<file path="src/hdl/bscan_tap_regs.svh">
// Constants for the boundary-scan test logic: instruction codes and widths.
// Assumes inclusion by the package and the design modules only.
`ifndef BSCAN_TAP_REGS_SVH
`define BSCAN_TAP_REGS_SVH

`define BSCAN_IR_WIDTH 3
`define BSCAN_IR_EXTEST 3'h0
`define BSCAN_IR_SAMPLE 3'h1
`define BSCAN_IR_HIGHZ 3'h5
`define BSCAN_IR_CLAMP 3'h6
`define BSCAN_IR_BYPASS 3'h7
`define BSCAN_IR_CAPTURE 3'h1
`define BSCAN_ID_WIDTH 32
`define BSCAN_CELLS_PER_IO 3
`define BSCAN_RESET_ONES 5
`define BSCAN_TCK_MAX_MHZ 20

`endif

</file>
<file path="src/hdl/bscan_pkg.sv">
// Types shared by the boundary-scan test logic.
// Assumes the constants header sits beside it.
`include "bscan_tap_regs.svh"

package bscan_pkg;

  // Sixteen controller states
  typedef enum logic [3:0] {
    TEST_LOGIC_RESET, RUN_TEST_IDLE,
    SELECT_DR, CAPTURE_DR, SHIFT_DR, EXIT1_DR, PAUSE_DR, EXIT2_DR, UPDATE_DR,
    SELECT_IR, CAPTURE_IR, SHIFT_IR, EXIT1_IR, PAUSE_IR, EXIT2_IR, UPDATE_IR
  } bscan_state_t;

  // Data register currently between the serial pins
  typedef enum logic [1:0] {
    SEL_BYPASS, SEL_IDCODE, SEL_BOUNDARY
  } bscan_dr_sel_t;

endpackage : bscan_pkg

</file>
<file path="src/hdl/bscan_tap.sv">
// Overview of operation
// - Sample TMS on test clock rise
// - Shift on rise, TDO changes on fall
// - Capture TDI on test clock rise
// - TDO driven only while shifting
// - Four-bit controller stepped by TMS only
// - 3-bit instruction, 000 is external test
// - 001 samples pins without disturbing them
// - 101 floats every user pin
// - 110 clamps pins, bypass selected
// - 111 places bypass between TDI, TDO
// - Power-on reset enters Test-Logic-Reset
// - Five TMS-high rises reach Test-Logic-Reset
// - No separate test reset input
// - Undriven TMS reads as one
// - Bypass, identification, boundary registers; bypass default
// - 32-bit identification register loaded, but no instruction selects it
// - Three boundary cells per pin
// - Boundary cells form one TDI-TDO chain
// - Cells sit between core and pin buffers
//
// Top of the boundary-scan test logic. The test clock, TMS and TDI come from
// pins and are sampled on clk, which must run well above the test clock
// (100 MHz against at most 20 MHz). reset_n is the power-on reset only.
`timescale 1ns/1ps
`include "bscan_tap_regs.svh"

module bscan_tap
  import bscan_pkg::*;
#(
  parameter int NUM_IO = 4,
  parameter logic [31:0] ID_CODE = 32'h0000_0001 // Arbitrary value
)
(
  input wire logic clk,
  input wire logic reset_n,
  input wire logic tck,
  input wire logic tms,
  input wire logic tmsDriven,
  input wire logic tdi,
  output logic tdoOut,
  output logic tdoOe,
  input wire logic [NUM_IO-1:0] coreOut,
  input wire logic [NUM_IO-1:0] coreOe,
  input wire logic [NUM_IO-1:0] padIn,
  output logic [NUM_IO-1:0] padOut,
  output logic [NUM_IO-1:0] padOe,
  output logic [NUM_IO-1:0] coreIn,
  output logic [`BSCAN_IR_WIDTH-1:0] irValue,
  output bscan_pkg::bscan_state_t tapState
);
  import bscan_pkg::*;

  localparam int CHAIN_LEN = NUM_IO * `BSCAN_CELLS_PER_IO;

  // Elaboration check on the pin count; an empty chain cannot be scanned
  if (NUM_IO < 1)
  begin : gNumIoCheck
    $error("NUM_IO must be at least one");
  end

  logic [2:0] tckSync_reg;
  logic tmsMeta_reg;
  logic tmsSync_reg;
  logic tdiMeta_reg;
  logic tdiSync_reg;
  logic tckRise;
  logic tckFall;
  logic tmsEff;
  bscan_state_t state;
  logic [`BSCAN_IR_WIDTH-1:0] irShift_reg;
  logic [`BSCAN_IR_WIDTH-1:0] ir_reg;
  logic bypass_reg;
  logic [`BSCAN_ID_WIDTH-1:0] idShift_reg;
  logic [CHAIN_LEN-1:0] bsShift_reg;
  logic [CHAIN_LEN-1:0] bsUpdate_reg;
  logic [CHAIN_LEN-1:0] bsCapture;
  bscan_dr_sel_t drSel;
  logic serialBit;
  logic [NUM_IO-1:0] padOutNext;
  logic [NUM_IO-1:0] padOeNext;
  logic [NUM_IO-1:0] coreInNext;

  // Two-flop synchronisers; edge detect reads only the second stage onward
  // The pull-up is folded in ahead of the first flop so the drive flag is synchronised too
  // TMS pull-up
  always_ff @(posedge clk or negedge reset_n)
  begin
    if (!reset_n)
    begin
      tckSync_reg <= 3'h0;
      tmsMeta_reg <= 1'h1;
      tmsSync_reg <= 1'h1;
      tdiMeta_reg <= 1'h1;
      tdiSync_reg <= 1'h1;
    end
    else
    begin
      tckSync_reg <= {tckSync_reg[1:0], tck};
      tmsMeta_reg <= tms | ~tmsDriven;
      tmsSync_reg <= tmsMeta_reg;
      tdiMeta_reg <= tdi;
      tdiSync_reg <= tdiMeta_reg;
    end
  end

  assign tckRise = tckSync_reg[1] & ~tckSync_reg[2];
  assign tckFall = ~tckSync_reg[1] & tckSync_reg[2];

  // Synchronised TMS with the pull-up already applied
  assign tmsEff = tmsSync_reg;

  // Controller; five ones from any state reach reset with no extra reset pin
  // TMS-high reset
  bscan_tap_fsm uFsm (
    .clk(clk),
    .reset_n(reset_n),
    .tckRise(tckRise),
    .tmsSync(tmsEff),
    .state(state)
  );

  // Instruction shift and update; bypass is forced for as long as the controller
  // sits in Test-Logic-Reset, so five TMS ones restore it without a further rise
  // reset instruction
  always_ff @(posedge clk or negedge reset_n)
  begin
    if (!reset_n)
    begin
      irShift_reg <= `BSCAN_IR_BYPASS;
      ir_reg <= `BSCAN_IR_BYPASS;
    end
    else if (state == TEST_LOGIC_RESET)
      ir_reg <= `BSCAN_IR_BYPASS;
    else if (tckRise)
    begin
      unique case (state)
        CAPTURE_IR: irShift_reg <= `BSCAN_IR_CAPTURE;
        SHIFT_IR: irShift_reg <= {tdiSync_reg, irShift_reg[`BSCAN_IR_WIDTH-1:1]};
        UPDATE_IR: ir_reg <= irShift_reg;
        default: ;
      endcase
    end
  end

  // Register selection; unknown codes and clamp fall back to bypass
  // bypass default
  always_comb
  begin
    unique case (ir_reg)
      `BSCAN_IR_EXTEST: drSel = SEL_BOUNDARY;
      `BSCAN_IR_SAMPLE: drSel = SEL_BOUNDARY;
      default: drSel = SEL_BYPASS;
    endcase
  end

  // Pin-side capture values: three cells per pin, in, out, enable
  // three cells
  always_comb
  begin
    bsCapture = '0;
    for (int i = 0; i < NUM_IO; i++)
    begin
      bsCapture[3*i] = padIn[i];
      bsCapture[3*i+1] = coreOut[i];
      bsCapture[3*i+2] = coreOe[i];
    end
  end

  // Bypass stage
  // bypass captures zero
  always_ff @(posedge clk or negedge reset_n)
  begin
    if (!reset_n)
      bypass_reg <= 1'h0;
    else if (tckRise && state == CAPTURE_DR)
      bypass_reg <= 1'h0;
    else if (tckRise && state == SHIFT_DR && drSel == SEL_BYPASS)
      bypass_reg <= tdiSync_reg;
  end

  // Identification register, loaded at capture, least bit out first
  // identification shift
  always_ff @(posedge clk or negedge reset_n)
  begin
    if (!reset_n)
      idShift_reg <= '0;
    else if (tckRise && state == CAPTURE_DR)
      idShift_reg <= ID_CODE;
    else if (tckRise && state == SHIFT_DR && drSel == SEL_IDCODE)
      idShift_reg <= {tdiSync_reg, idShift_reg[`BSCAN_ID_WIDTH-1:1]};
  end

  // Boundary chain: TDI enters the top, bit 0 leaves at TDO
  // single chain
  always_ff @(posedge clk or negedge reset_n)
  begin
    if (!reset_n)
      bsShift_reg <= '0;
    else if (tckRise && state == CAPTURE_DR && drSel == SEL_BOUNDARY)
      bsShift_reg <= bsCapture;
    else if (tckRise && state == SHIFT_DR && drSel == SEL_BOUNDARY)
      bsShift_reg <= {tdiSync_reg, bsShift_reg[CHAIN_LEN-1:1]};
  end

  // Update latches hold the pattern driven in external test and clamp
  always_ff @(posedge clk or negedge reset_n)
  begin
    if (!reset_n)
      bsUpdate_reg <= '0;
    else if (tckFall && state == UPDATE_DR && drSel == SEL_BOUNDARY)
      bsUpdate_reg <= bsShift_reg;
  end

  // Serial bit of the register now in the path
  always_comb
  begin
    serialBit = bypass_reg;
    if (state == SHIFT_IR)
      serialBit = irShift_reg[0];
    else
    begin
      unique case (drSel)
        SEL_IDCODE: serialBit = idShift_reg[0];
        SEL_BOUNDARY: serialBit = bsShift_reg[0];
        default: serialBit = bypass_reg;
      endcase
    end
  end

  // TDO moves on the falling edge and is driven only in shift states
  // TDO on falling edge
  always_ff @(posedge clk or negedge reset_n)
  begin
    if (!reset_n)
    begin
      tdoOut <= 1'h0;
      tdoOe <= 1'h0;
    end
    else if (tckFall)
    begin
      tdoOut <= serialBit;
      tdoOe <= (state == SHIFT_IR) || (state == SHIFT_DR);
    end
  end

  // Pin steering per instruction; sample leaves the functional path alone
  // external test drive
  always_comb
  begin
    padOutNext = coreOut;
    padOeNext = coreOe;
    coreInNext = padIn;
    for (int i = 0; i < NUM_IO; i++)
    begin
      unique case (ir_reg)
        `BSCAN_IR_EXTEST, `BSCAN_IR_CLAMP:
        begin
          padOutNext[i] = bsUpdate_reg[3*i+1];
          padOeNext[i] = bsUpdate_reg[3*i+2];
          coreInNext[i] = bsUpdate_reg[3*i];
        end
        `BSCAN_IR_HIGHZ: padOeNext[i] = 1'h0;
        default: ;
      endcase
    end
  end

  // Registered pin outputs keep every top output on a flip-flop
  // buffer connection
  always_ff @(posedge clk or negedge reset_n)
  begin
    if (!reset_n)
    begin
      padOut <= '0;
      padOe <= '0;
      coreIn <= '0;
      irValue <= `BSCAN_IR_BYPASS;
      tapState <= TEST_LOGIC_RESET;
    end
    else
    begin
      padOut <= padOutNext;
      padOe <= padOeNext;
      coreIn <= coreInNext;
      irValue <= ir_reg;
      tapState <= state;
    end
  end

endmodule : bscan_tap

</file>
<file path="src/hdl/bscan_tap_fsm.sv">
// Sixteen-state controller of the test access port.
// Assumes a one-cycle strobe on each rising test clock edge, with TMS already synchronised.
`timescale 1ns/1ps

module bscan_tap_fsm
  import bscan_pkg::*;
(
  input wire logic clk,
  input wire logic reset_n,
  input wire logic tckRise,
  input wire logic tmsSync,
  output bscan_pkg::bscan_state_t state
);
  import bscan_pkg::*;

  bscan_state_t stateNext;

  // Standard boundary-scan transitions, TMS only
  // state diagram
  always_comb
  begin
    stateNext = state;
    unique case (state)
      TEST_LOGIC_RESET: stateNext = tmsSync ? TEST_LOGIC_RESET : RUN_TEST_IDLE;
      RUN_TEST_IDLE: stateNext = tmsSync ? SELECT_DR : RUN_TEST_IDLE;
      SELECT_DR: stateNext = tmsSync ? SELECT_IR : CAPTURE_DR;
      CAPTURE_DR: stateNext = tmsSync ? EXIT1_DR : SHIFT_DR;
      SHIFT_DR: stateNext = tmsSync ? EXIT1_DR : SHIFT_DR;
      EXIT1_DR: stateNext = tmsSync ? UPDATE_DR : PAUSE_DR;
      PAUSE_DR: stateNext = tmsSync ? EXIT2_DR : PAUSE_DR;
      EXIT2_DR: stateNext = tmsSync ? UPDATE_DR : SHIFT_DR;
      UPDATE_DR: stateNext = tmsSync ? SELECT_DR : RUN_TEST_IDLE;
      SELECT_IR: stateNext = tmsSync ? TEST_LOGIC_RESET : CAPTURE_IR;
      CAPTURE_IR: stateNext = tmsSync ? EXIT1_IR : SHIFT_IR;
      SHIFT_IR: stateNext = tmsSync ? EXIT1_IR : SHIFT_IR;
      EXIT1_IR: stateNext = tmsSync ? UPDATE_IR : PAUSE_IR;
      PAUSE_IR: stateNext = tmsSync ? EXIT2_IR : PAUSE_IR;
      EXIT2_IR: stateNext = tmsSync ? UPDATE_IR : SHIFT_IR;
      UPDATE_IR: stateNext = tmsSync ? SELECT_DR : RUN_TEST_IDLE;
    endcase
  end

  // Power-on reset lands in Test-Logic-Reset; moves only on a test clock rise
  // TMS-driven steps
  always_ff @(posedge clk or negedge reset_n)
  begin
    if (!reset_n)
      state <= TEST_LOGIC_RESET;
    else if (tckRise)
      state <= stateNext;
  end

endmodule : bscan_tap_fsm

</file>
<file path="config.mk">
export PLATFORM = sky130hd
export DESIGN_NAME = bscan_tap
export DESIGN_NICKNAME = d
export VERILOG_FILES = /design/src/hdl/bscan_pkg.sv /design/src/hdl/bscan_tap.sv /design/src/hdl/bscan_tap_fsm.sv
export VERILOG_INCLUDE_DIRS = /design/src /design/src/hdl
export SDC_FILE = /design/constraint.sdc
export NUM_CORES = 1
export LEC_CHECK = 0
export BUFFER_PORTS_ARGS = -buffer_cell sky130_fd_sc_hd__buf_2
export CORE_MARGIN = 5
export CORE_UTILIZATION = 30
export CTS_CLUSTER_DIAMETER = 40
export CTS_CLUSTER_SIZE = 14
export DETAILED_ROUTE_END_ITERATION = 10
export PLACE_DENSITY = 0.46
export SLEW_MARGIN = 20
export SYNTH_ARGS = -nofsm -noshare
export SYNTH_HDL_FRONTEND = slang
export SYNTH_HIERARCHICAL = 1
export SYNTH_SLANG_ARGS = --single-unit
</file>
<file path="constraint.sdc">
create_clock -name clk -period 2.6 [get_ports clk]
set_input_delay 0.26 -clock clk [delete_from_list [all_inputs] [get_ports clk]]
set_output_delay 0.26 -clock clk [all_outputs]
set_load 0.01 [all_outputs]
</file>
=== Word-level counts from Yosys, hierarchy flattened ===
Index checks and enable logic that the tools add are counted.

* Flip-flop bits (word level): 95
* Bits of input ports: 18
* Logic and storage cells: 109

* Reductions and logical operators: 25
* Mux-type cells: 38
* Equality and inequality tests: 20
* Bitwise operators: 7

{| class="wikitable"
|+ Operators by type and width
! kind !! number
|-
| 32-bit two-way mux || 2
|-
| 4-bit one-hot mux with 12 select lines || 1
|-
| 4-bit == test, second input constant || 8
|-
| 12-bit two-way mux || 2
|-
| 4-bit by 3-bit == test with 1-bit output, second input constant || 4
|-
| 4-bit two-way mux || 4
|-
| 3-bit two-way mux || 5
|-
| 1-bit two-way mux || 14
|-
| 2-bit nonzero test || 6
|-
| 1-bit one-hot mux with 2 select lines || 5
|-
| 4-bit by 2-bit == test with 1-bit output, second input constant || 2
|-
| 1-bit logical AND || 8
|-
| 2-bit two-way mux || 4
|-
| 2-bit OR reduction || 4
|-
| 3-bit == test, second input constant || 2
|-
| 3-bit one-hot mux with 2 select lines || 1
|-
| 4-bit by 1-bit == test with 1-bit output, second input constant || 1
|-
| 4-bit logical NOT || 1
|-
| 1-bit inverter || 4
|-
| 3-bit by 1-bit == test with 1-bit output, second input constant || 1
|-
| 3-bit logical NOT || 1
|-
| 3-bit AND reduction || 1
|-
| 3-bit OR reduction || 1
|-
| 1-bit bitwise AND || 2
|-
| other kinds (6) || 6
|}

=== Depth between registers and ports, before layout ===
Gate-level depths: netlist (run 1).

* Depth after elaboration: 7
* Mapped depth: 6

=== By module ===
The synthesis (run 1) kept the hierarchy.

{| class="wikitable"
|+ By module, submodules not included
! module !! times used !! sequential area each (um2) !! cells each !! area each (um2)
|-
| bscan_tap || 1 || 1492.7 || 186 || 2338.5
|-
| bscan_tap_fsm || 1 || 100.1 || 47 || 400.4
|}

=== Worst setup path before layout (run 1) ===
OpenSTA, ideal clock, no wires.

* Path type: reg-to-reg
* Start: register uFsm.state[0]
* End: register bsUpdate_reg[11]
* Cell stages (with the launch flop): 6
* Arrival time: 1.300 ns
* Required time: 2.475 ns
* Setup slack: 1.175 ns
* Library setup time: 0.125 ns
* Buffers on the path: 2
* Cell sequence: dfrtp_1 clkbuf_2 nor4_1 nand3b_1 buf_6 mux2_4

* Longest elaborated chain between the ends: 3

{| class="wikitable"
|+ RTL lines
! element !! line !! text
|-
| start, declared || bscan_tap_fsm.sv:12 || <nowiki>output bscan_pkg::bscan_state_t state</nowiki>
|-
| start signal, assigned || bscan_tap_fsm.sv:50 || <nowiki>state <= stateNext;</nowiki>
|-
| 4-bit == test || bscan_tap.sv:211 || <nowiki>else if (tckFall && state == UPDATE_DR && drSel == SEL_BOUNDARY)</nowiki>
|-
| 1-bit logical AND (2 in a row) || bscan_tap.sv:211 ||
|-
| end signal, assigned || bscan_tap.sv:212 || <nowiki>bsUpdate_reg <= bsShift_reg;</nowiki>
|-
| end, declared || bscan_tap.sv:76 || <nowiki>logic [CHAIN_LEN-1:0] bsUpdate_reg;</nowiki>
|}

No other way between the ends.
A chain may end at the register's enable or synchronous reset.

=== Worst setup path in the final report (run 1) ===
* Start: register uFsm.state[1]
* End: register bsShift_reg[9]

* Longest elaborated chain between the ends: 4

{| class="wikitable"
|+ RTL lines
! element !! line !! text
|-
| 4-bit by 2-bit == test with 1-bit output / 4-bit by 3-bit == test with 1-bit output (equally long branches) || bscan_tap.sv:200, bscan_tap.sv:202 ||
|-
| 1-bit logical AND (on tied branches) (2 in a row) || bscan_tap.sv:200, bscan_tap.sv:202 ||
|-
| 12-bit two-way mux / 2-bit nonzero test (equally long branches) || - ||
|-
| end signal, assigned || bscan_tap.sv:201 || <nowiki>bsShift_reg <= bsCapture;</nowiki>
|-
| end signal, assigned || bscan_tap.sv:203 || <nowiki>bsShift_reg <= {tdiSync_reg, bsShift_reg[CHAIN_LEN-1:1]};</nowiki>
|-
| end, declared || bscan_tap.sv:75 || <nowiki>logic [CHAIN_LEN-1:0] bsShift_reg;</nowiki>
|}

Parallel ways exist; a longest one is shown, timed or not.

==> results of run 1 <==
-- final cells by class --
class | instances | area, sq um
clock buffer | 11 | 141
tap | 108 | 135
inverter | 4 | 15.0
sequential | 63 | 1590
multi-input combinational | 151 | 1030
timing repair buffer | 45 | 258
clock inverter | 4 | 70.1
fill | 865 | 5560
-- through the flow --
stage	cells	setup slack [ps]	total power [mW]
finish	386	701	3.07
global route	386	526	3.28
CTS	386	707	3.12
detailed placement	370	732	2.18
global placement	370	753	2.18
floorplan	233	1180	1.91
-- worst max-delay path: stages, from the launching register on --
cell and delay, ps:
dfrtp_1 610, nor3_2 310, nand3_2 120, a21boi_2 560, a2bb2oi_1 220
-- cell families after synthesis --
logic type / after synthesis / synth area share [%]
simple gates: 78 / 15.5
flops: 63 / 58.2
compound gates: 54 / 14.5
buf+inv: 19 / 4.07
mux: 17 / 7.08
xor+xnor: 2 / 0.640
-- path summary, 6_finish.rpt --
kind                                     start        endpoint
worst max-delay path             uFsm/state[1]  bsShift_reg[9]
worst min-delay path                       tdi     tdiMeta_reg
worst max register to register   uFsm/state[1]  bsShift_reg[9]
worst min register to register  tckSync_reg[0]  tckSync_reg[1]
max in group asynchronous              reset_n     tdiSync_reg
min in group asynchronous              reset_n        padOe[3]
-- power by group through the flow --
stage / Combinational [mW] / Clock (mW) / Sequential, mW
after floorplan: 0.502 / 0 / 1.41
after global placement: 0.722 / 0 / 1.45
after detailed placement: 0.723 / 0 / 1.45
after CTS: 0.727 / 0.958 / 1.44
after global routing: 0.806 / 1.00 / 1.47
final: 0.709 / 0.930 / 1.44
-- Yosys cell counts, types with 2 or more instances --
master | instances | area share [%]
o211ai_1 | 3 | 0.82
clkbuf_1 | 2 | 0.27
a21oi_1 | 5 | 0.91
nand2b_1 | 5 | 1.1
buf_4 | 2 | 0.55
and4b_1 | 3 | 1.1
o21ai_0 | 8 | 1.5
nor2_1 | 4 | 0.55
nand4_1 | 2 | 0.46
mux2i_1 | 4 | 1.5
buf_6 | 3 | 1.2
nor2b_1 | 5 | 1.1
nand2_1 | 42 | 5.8
inv_1 | 4 | 0.55
buf_2 | 7 | 1.3
dfstp_2 | 13 | 12
a31oi_1 | 2 | 0.46
a211oi_1 | 2 | 0.55
o221a_2 | 4 | 1.6
a2bb2oi_1 | 12 | 3.8
o22ai_1 | 12 | 2.7
and3_1 | 3 | 0.69
dfrtp_1 | 50 | 46
mux2_2 | 11 | 4.5
mux2_4 | 2 | 1.1
-- per-layer routing --
layer / routed length (um) / up-vias
met1: 3100 / 905
met3: 251 / 11
met2: 2410 / 42
li1: - / 925
met4: 104 / 0
met5: 0 / -
==> results_dict.tcl, run 1 <==
set metrics [dict create \
    status "finished, final reports clean" \
    cp.required_ps 2860 \
    yosys_warnings 6 \
    diodes 0 \
    post_synth.cell_area_avg_sq_um 11.8 \
    grt_setup_unrepaired "no" \
    holdBufCountCts 1 \
    start_util_pct 31.1 \
    first_pass_iters 4 \
    async_flop_share_pct 100 \
    die_area_sq_mm 0.0111 \
    use_met3_pct 3.79 \
    ys_seq_area_share_pct 58.2 \
    slew_viol_final 0 \
    dieHeight_um 106 \
    utilization_pct 36.9 \
    drc 0 \
    reg2reg_depth 4 \
    finalCritPeriodShare_pct 73.0 \
    clkSinkCount 63 \
    synth_edf_count 0 \
    holdPathStages 1 \
    post-dp-hpwl_um 3800 \
    worst_hold_slack_ps 24.2 \
    worst_pin_slew_ps 669 \
    postSynthCellCount 233 \
    switching_share_pct 31.8 \
    hold_path.class "in2reg" \
    path_class "reg2reg" \
    via_count 1883 \
    power.switching_uw 977 \
    antenna_found_initial 0 \
    area_growth_pct 18.5 \
    die_w_um 106 \
    wirelength_um 5860 \
    nets 292 \
    use_met2_pct 14.3 \
    cp_data_arrival_time_ps 2160 \
    cts.repair.resized 0 \
    grt_max_degree 39 \
    vdd_drop_max_v 0.000306 \
    setup_violations 0 \
    hold_viol 0 \
    track_usage_pct 11.1 \
    power.leakage_nw 1.52 \
    cts-root-buf "clkbuf_8" \
    p_seq_share_pct 46.7 \
    clkTransAtPathRegs_ps 70 \
    synth_area_sq_mm 0.00274 \
    ios 39 \
    critPathCaptureType "flip-flop" \
    worstSetupStartpointType "flip-flop" \
    fmax_mhz 527 \
    cts_setup_buffers 0 \
    met1_usage_pct 16.8 \
    gr-total-overflow 0 \
    p_comb_share_pct 23.0 \
    p_per_area_mw_per_mm2 947 \
    finalWeightedCongestion 0.727 \
    finClkSkew_ps 8.39 \
    io_buffers 38 \
    grt_pass1_wl_um 9800 \
    post_drt_wl_per_cell_um 15.2 \
    gr-max-usage-layer "met1" \
    pwr-share-clk_pct 30.2 \
    drive_gt1_share_pct 34.2 \
    htree_levels 3 \
    p_int_mw 2.10 \
    ys_seq_elements 63 \
    drv_cap 0 \
    cts_buffer_depth 2 \
    viasPerCell 4.88 \
    rrSetupSlack_ps 700 \
    ys_types 48 \
    coreArea_sq_mm 0.00881 \
    critPathMaxFanout 20 \
    synth_flop_cell "dfrtp_1" \
    drtAntennaViolNets 0 \
    place_area_sq_mm 0.00303 \
    grt_pass1_vias 1794 \
    synth_nets 251 \
    layout_common_cells "50 x dfrtp_1, 42 x nand2_1, 38 x buf_2" \
    slew_headroom_pct 55.4 \
    cts_tree "yes" \
    clk_latency_ps 340 \
    final_cell_area_sq_mm 0.00325 \
    cts_made_buffers 9 \
    fin_crit_ps 1900 \
    tns_ps 0 \
    final_common_cell "dfrtp_1" \
    num_rows 34 \
    first_iter_violations 95 \
]
Note: power is estimated with default switching activity, not from simulation.
==> run 2: changes to the inputs <==
- ABC_AREA: unset -> 1
- PLACE_DENSITY: 0.46 -> 0.48
- clock period: 2.6 -> 1.7 ns (I/O delays scaled with it)
==> run 2 against run 1 <==
Against the previous run: clock skew increased by 0.99 ps; critical path depth unchanged; largest power group unchanged; synthesized cell count increased by 53%; hold slack improved by 16 ps; utilization decreased by 0.32 points; critical path type unchanged; sequential power increased by 21%; sequential share of layout area decreased by 3.8 points; global-route usage increased by 1.4 points; highest routed layer unchanged.
==> results_dict.tcl, run 2 <==
set metrics [dict create \
    fmax_mhz 683 \
    vdd_drop_max_v 0.000424 \
    viasPerCell 4.31 \
    critPathMaxFanout 24 \
    synth_common_cells "139 x nand2_1, 50 x dfrtp_1, 41 x nand3_1, 33 x inv_1, 16 x nor2_1" \
    cp.required_ps 1960 \
    ys_types 26 \
    ys_seq_elements 63 \
    via_count 2358 \
    slew_viol_final 0 \
    io_buffers 38 \
    area_growth_pct 20.2 \
    drtAntennaViolNets 0 \
    grt_pass1_vias 2398 \
    holdPathStages 3 \
    power.leakage_nw 1.88 \
    coreArea_sq_mm 0.00964 \
    worstHoldEndpoint "coreIn[2]" \
    post_drt_wl_per_cell_um 11.7 \
    postSynthCellCount 357 \
    gr-total-overflow 0 \
    grt_max_degree 64 \
    grt_setup_unrepaired "no" \
    drc 0 \
    antenna_found_initial 0 \
    slew_headroom_pct 57.8 \
    diodes 0 \
    cts_buffer_depth 2 \
    synth_area_leader_cell "dfrtp_1" \
    layout_common_cells "139 x nand2_1, 50 x dfrtp_1, 41 x nand3_1" \
    status "finished, final reports clean" \
    async_flop_share_pct 100 \
    ys_seq_area_share_pct 54.3 \
    p_seq_share_pct 44.9 \
    first_iter_violations 159 \
    cts_setup_buffers 0 \
    drv_cap 0 \
    synth.most_common_cell "nand2_1" \
    worstReg2RegStart "ir_reg[0]" \
    synth_edf_count 0 \
    p_per_area_mw_per_mm2 1100 \
    yosys_warnings 6 \
    critPathCaptureType "flip-flop" \
    start_util_pct 30.4 \
    min_from "padIn[2]" \
    pwr-share-clk_pct 29.6 \
    utilization_pct 36.6 \
    synth_flop_cell "dfrtp_1" \
    nets 427 \
    dieHeight_um 109 \
    num_rows 36 \
    cts-root-buf "clkbuf_8" \
    grt_pass1_wl_um 11400 \
    cts_tree "yes" \
    p_int_mw 2.53 \
    hold_viol 0 \
    reg2reg_depth 4 \
    cts.repair.resized 0 \
    track_usage_pct 12.5 \
    clkSinkCount 63 \
    path_class "reg2reg" \
    yosysTopAreaCellShare_pct 42.7 \
    worstSetupStartpointType "flip-flop" \
    cp_data_arrival_time_ps 1720 \
    cts_made_buffers 9 \
    finClkSkew_ps 9.38 \
    die_w_um 109 \
    clkTransAtPathRegs_ps 80 \
    ios 39 \
    drive_gt1_share_pct 23.2 \
    synth.area.top_cells "dfrtp_1 43%, nand2_1 18%, dfstp_2 12%, nand3_1 7.0%, inv_1 4.2%" \
    hold_path.class "in2reg" \
    rrSetupSlack_ps 240 \
    setup_violations 0 \
    clk_latency_ps 350 \
    tns_ps 0 \
    wirelength_um 6420 \
    final_common_cell "nand2_1" \
    die_area_sq_mm 0.0118 \
    p_total_mw 3.87 \
    fin_crit_ps 1460 \
    post_synth.cell_area_avg_sq_um 8.21 \
    finalWeightedCongestion 0.821 \
    switching_share_pct 34.5 \
    p_comb_share_pct 25.5 \
    synth_area_sq_mm 0.00293 \
    synth_nets 375 \
    finalCritPeriodShare_pct 86.1 \
    power.switching_mw 1.33 \
    htree_levels 3 \
    r2r_end "bsUpdate_reg[6]" \
    worst_pin_slew_ps 627 \
    post-dp-hpwl_um 4470 \
    first_pass_iters 4 \
]
==> run 2: layout make-up <==
| type | instances | area, sq um |
|---|---|---|
| Inverter | 36 | 135 |
| Timing Repair Buffer | 54 | 348 |
| Multi-Input combinational cell | 245 | 1110 |
| Clock buffer | 9 | 124 |
| Sequential cell | 63 | 1590 |
| Tap cell | 133 | 166 |
| Clock inverter | 7 | 48.8 |
| Fill cell | 1061 | 6120 |
==> run 2: worst max-delay path: stages, from the launching register on <==
cell and delay [ps]:
dfstp_2 570, nand3_2 110, nand2_4 130, nand4_4 290, o21ai_0 260
==> run 2: layer usage <==
metal	vias up	GRT usage [%]	part of all wire (%)
li1	1223	-	-
met1	1074	16.0	48
met4	0	8.03	3.1
met2	47	19.0	45
met3	14	2.90	4.3
met5	-	0	0
==> run 2: repair_timing <==
item | CTS | global route
hold buffers | 5 | 0
hold endpoints to repair | 53 | 0
endpoints found under the setup margin | 0 | 0
==> run 2: metrics by stage <==
step	instances	instance area, sq um	hold slack (ps)	setup slack, ps
6_report	547	3520	39.8	236
5_1_grt	547	3520	16.5	33.0
4_1_cts	547	3520	12.9	216
3_5_place_dp	526	3300	210	220
3_3_place_gp	526	3300	208	236
2_1_floorplan	357	2930	-126	308
==> run 2: cells by family after synthesis <==
family / share of synthesized area (%)
AOI/OAI and AO/OA: 5.21
buffers and inverters: 7.85
DFF: 54.3
and+or+nand+nor: 32.6
==> run 2: worst max-delay path by stage <==
stage	start	endpoint	slack (ps)	cells after the start
after global placement	ir_reg[0]	bsUpdate_reg[11]	240	5
final	ir_reg[0]	bsUpdate_reg[6]	240	4
after global routing	ir_reg[0]	bsUpdate_reg[6]	30	4
after CTS	ir_reg[0]	bsUpdate_reg[6]	220	4
after detailed placement	ir_reg[0]	bsUpdate_reg[8]	220	5
after floorplan	uFsm/state[1]	bsShift_reg[10]	310	7
==> run 2: power groups by stage <==
stage / logic (mW) / registers, mW / clock network (mW)
3_3_place_gp: 0.980 / 1.77 / 0
3_5_place_dp: 0.985 / 1.77 / 0
6_report: 0.986 / 1.74 / 1.14
5_1_grt: 1.11 / 1.77 / 1.26
2_1_floorplan: 0.633 / 1.82 / 0
4_1_cts: 0.999 / 1.74 / 1.20
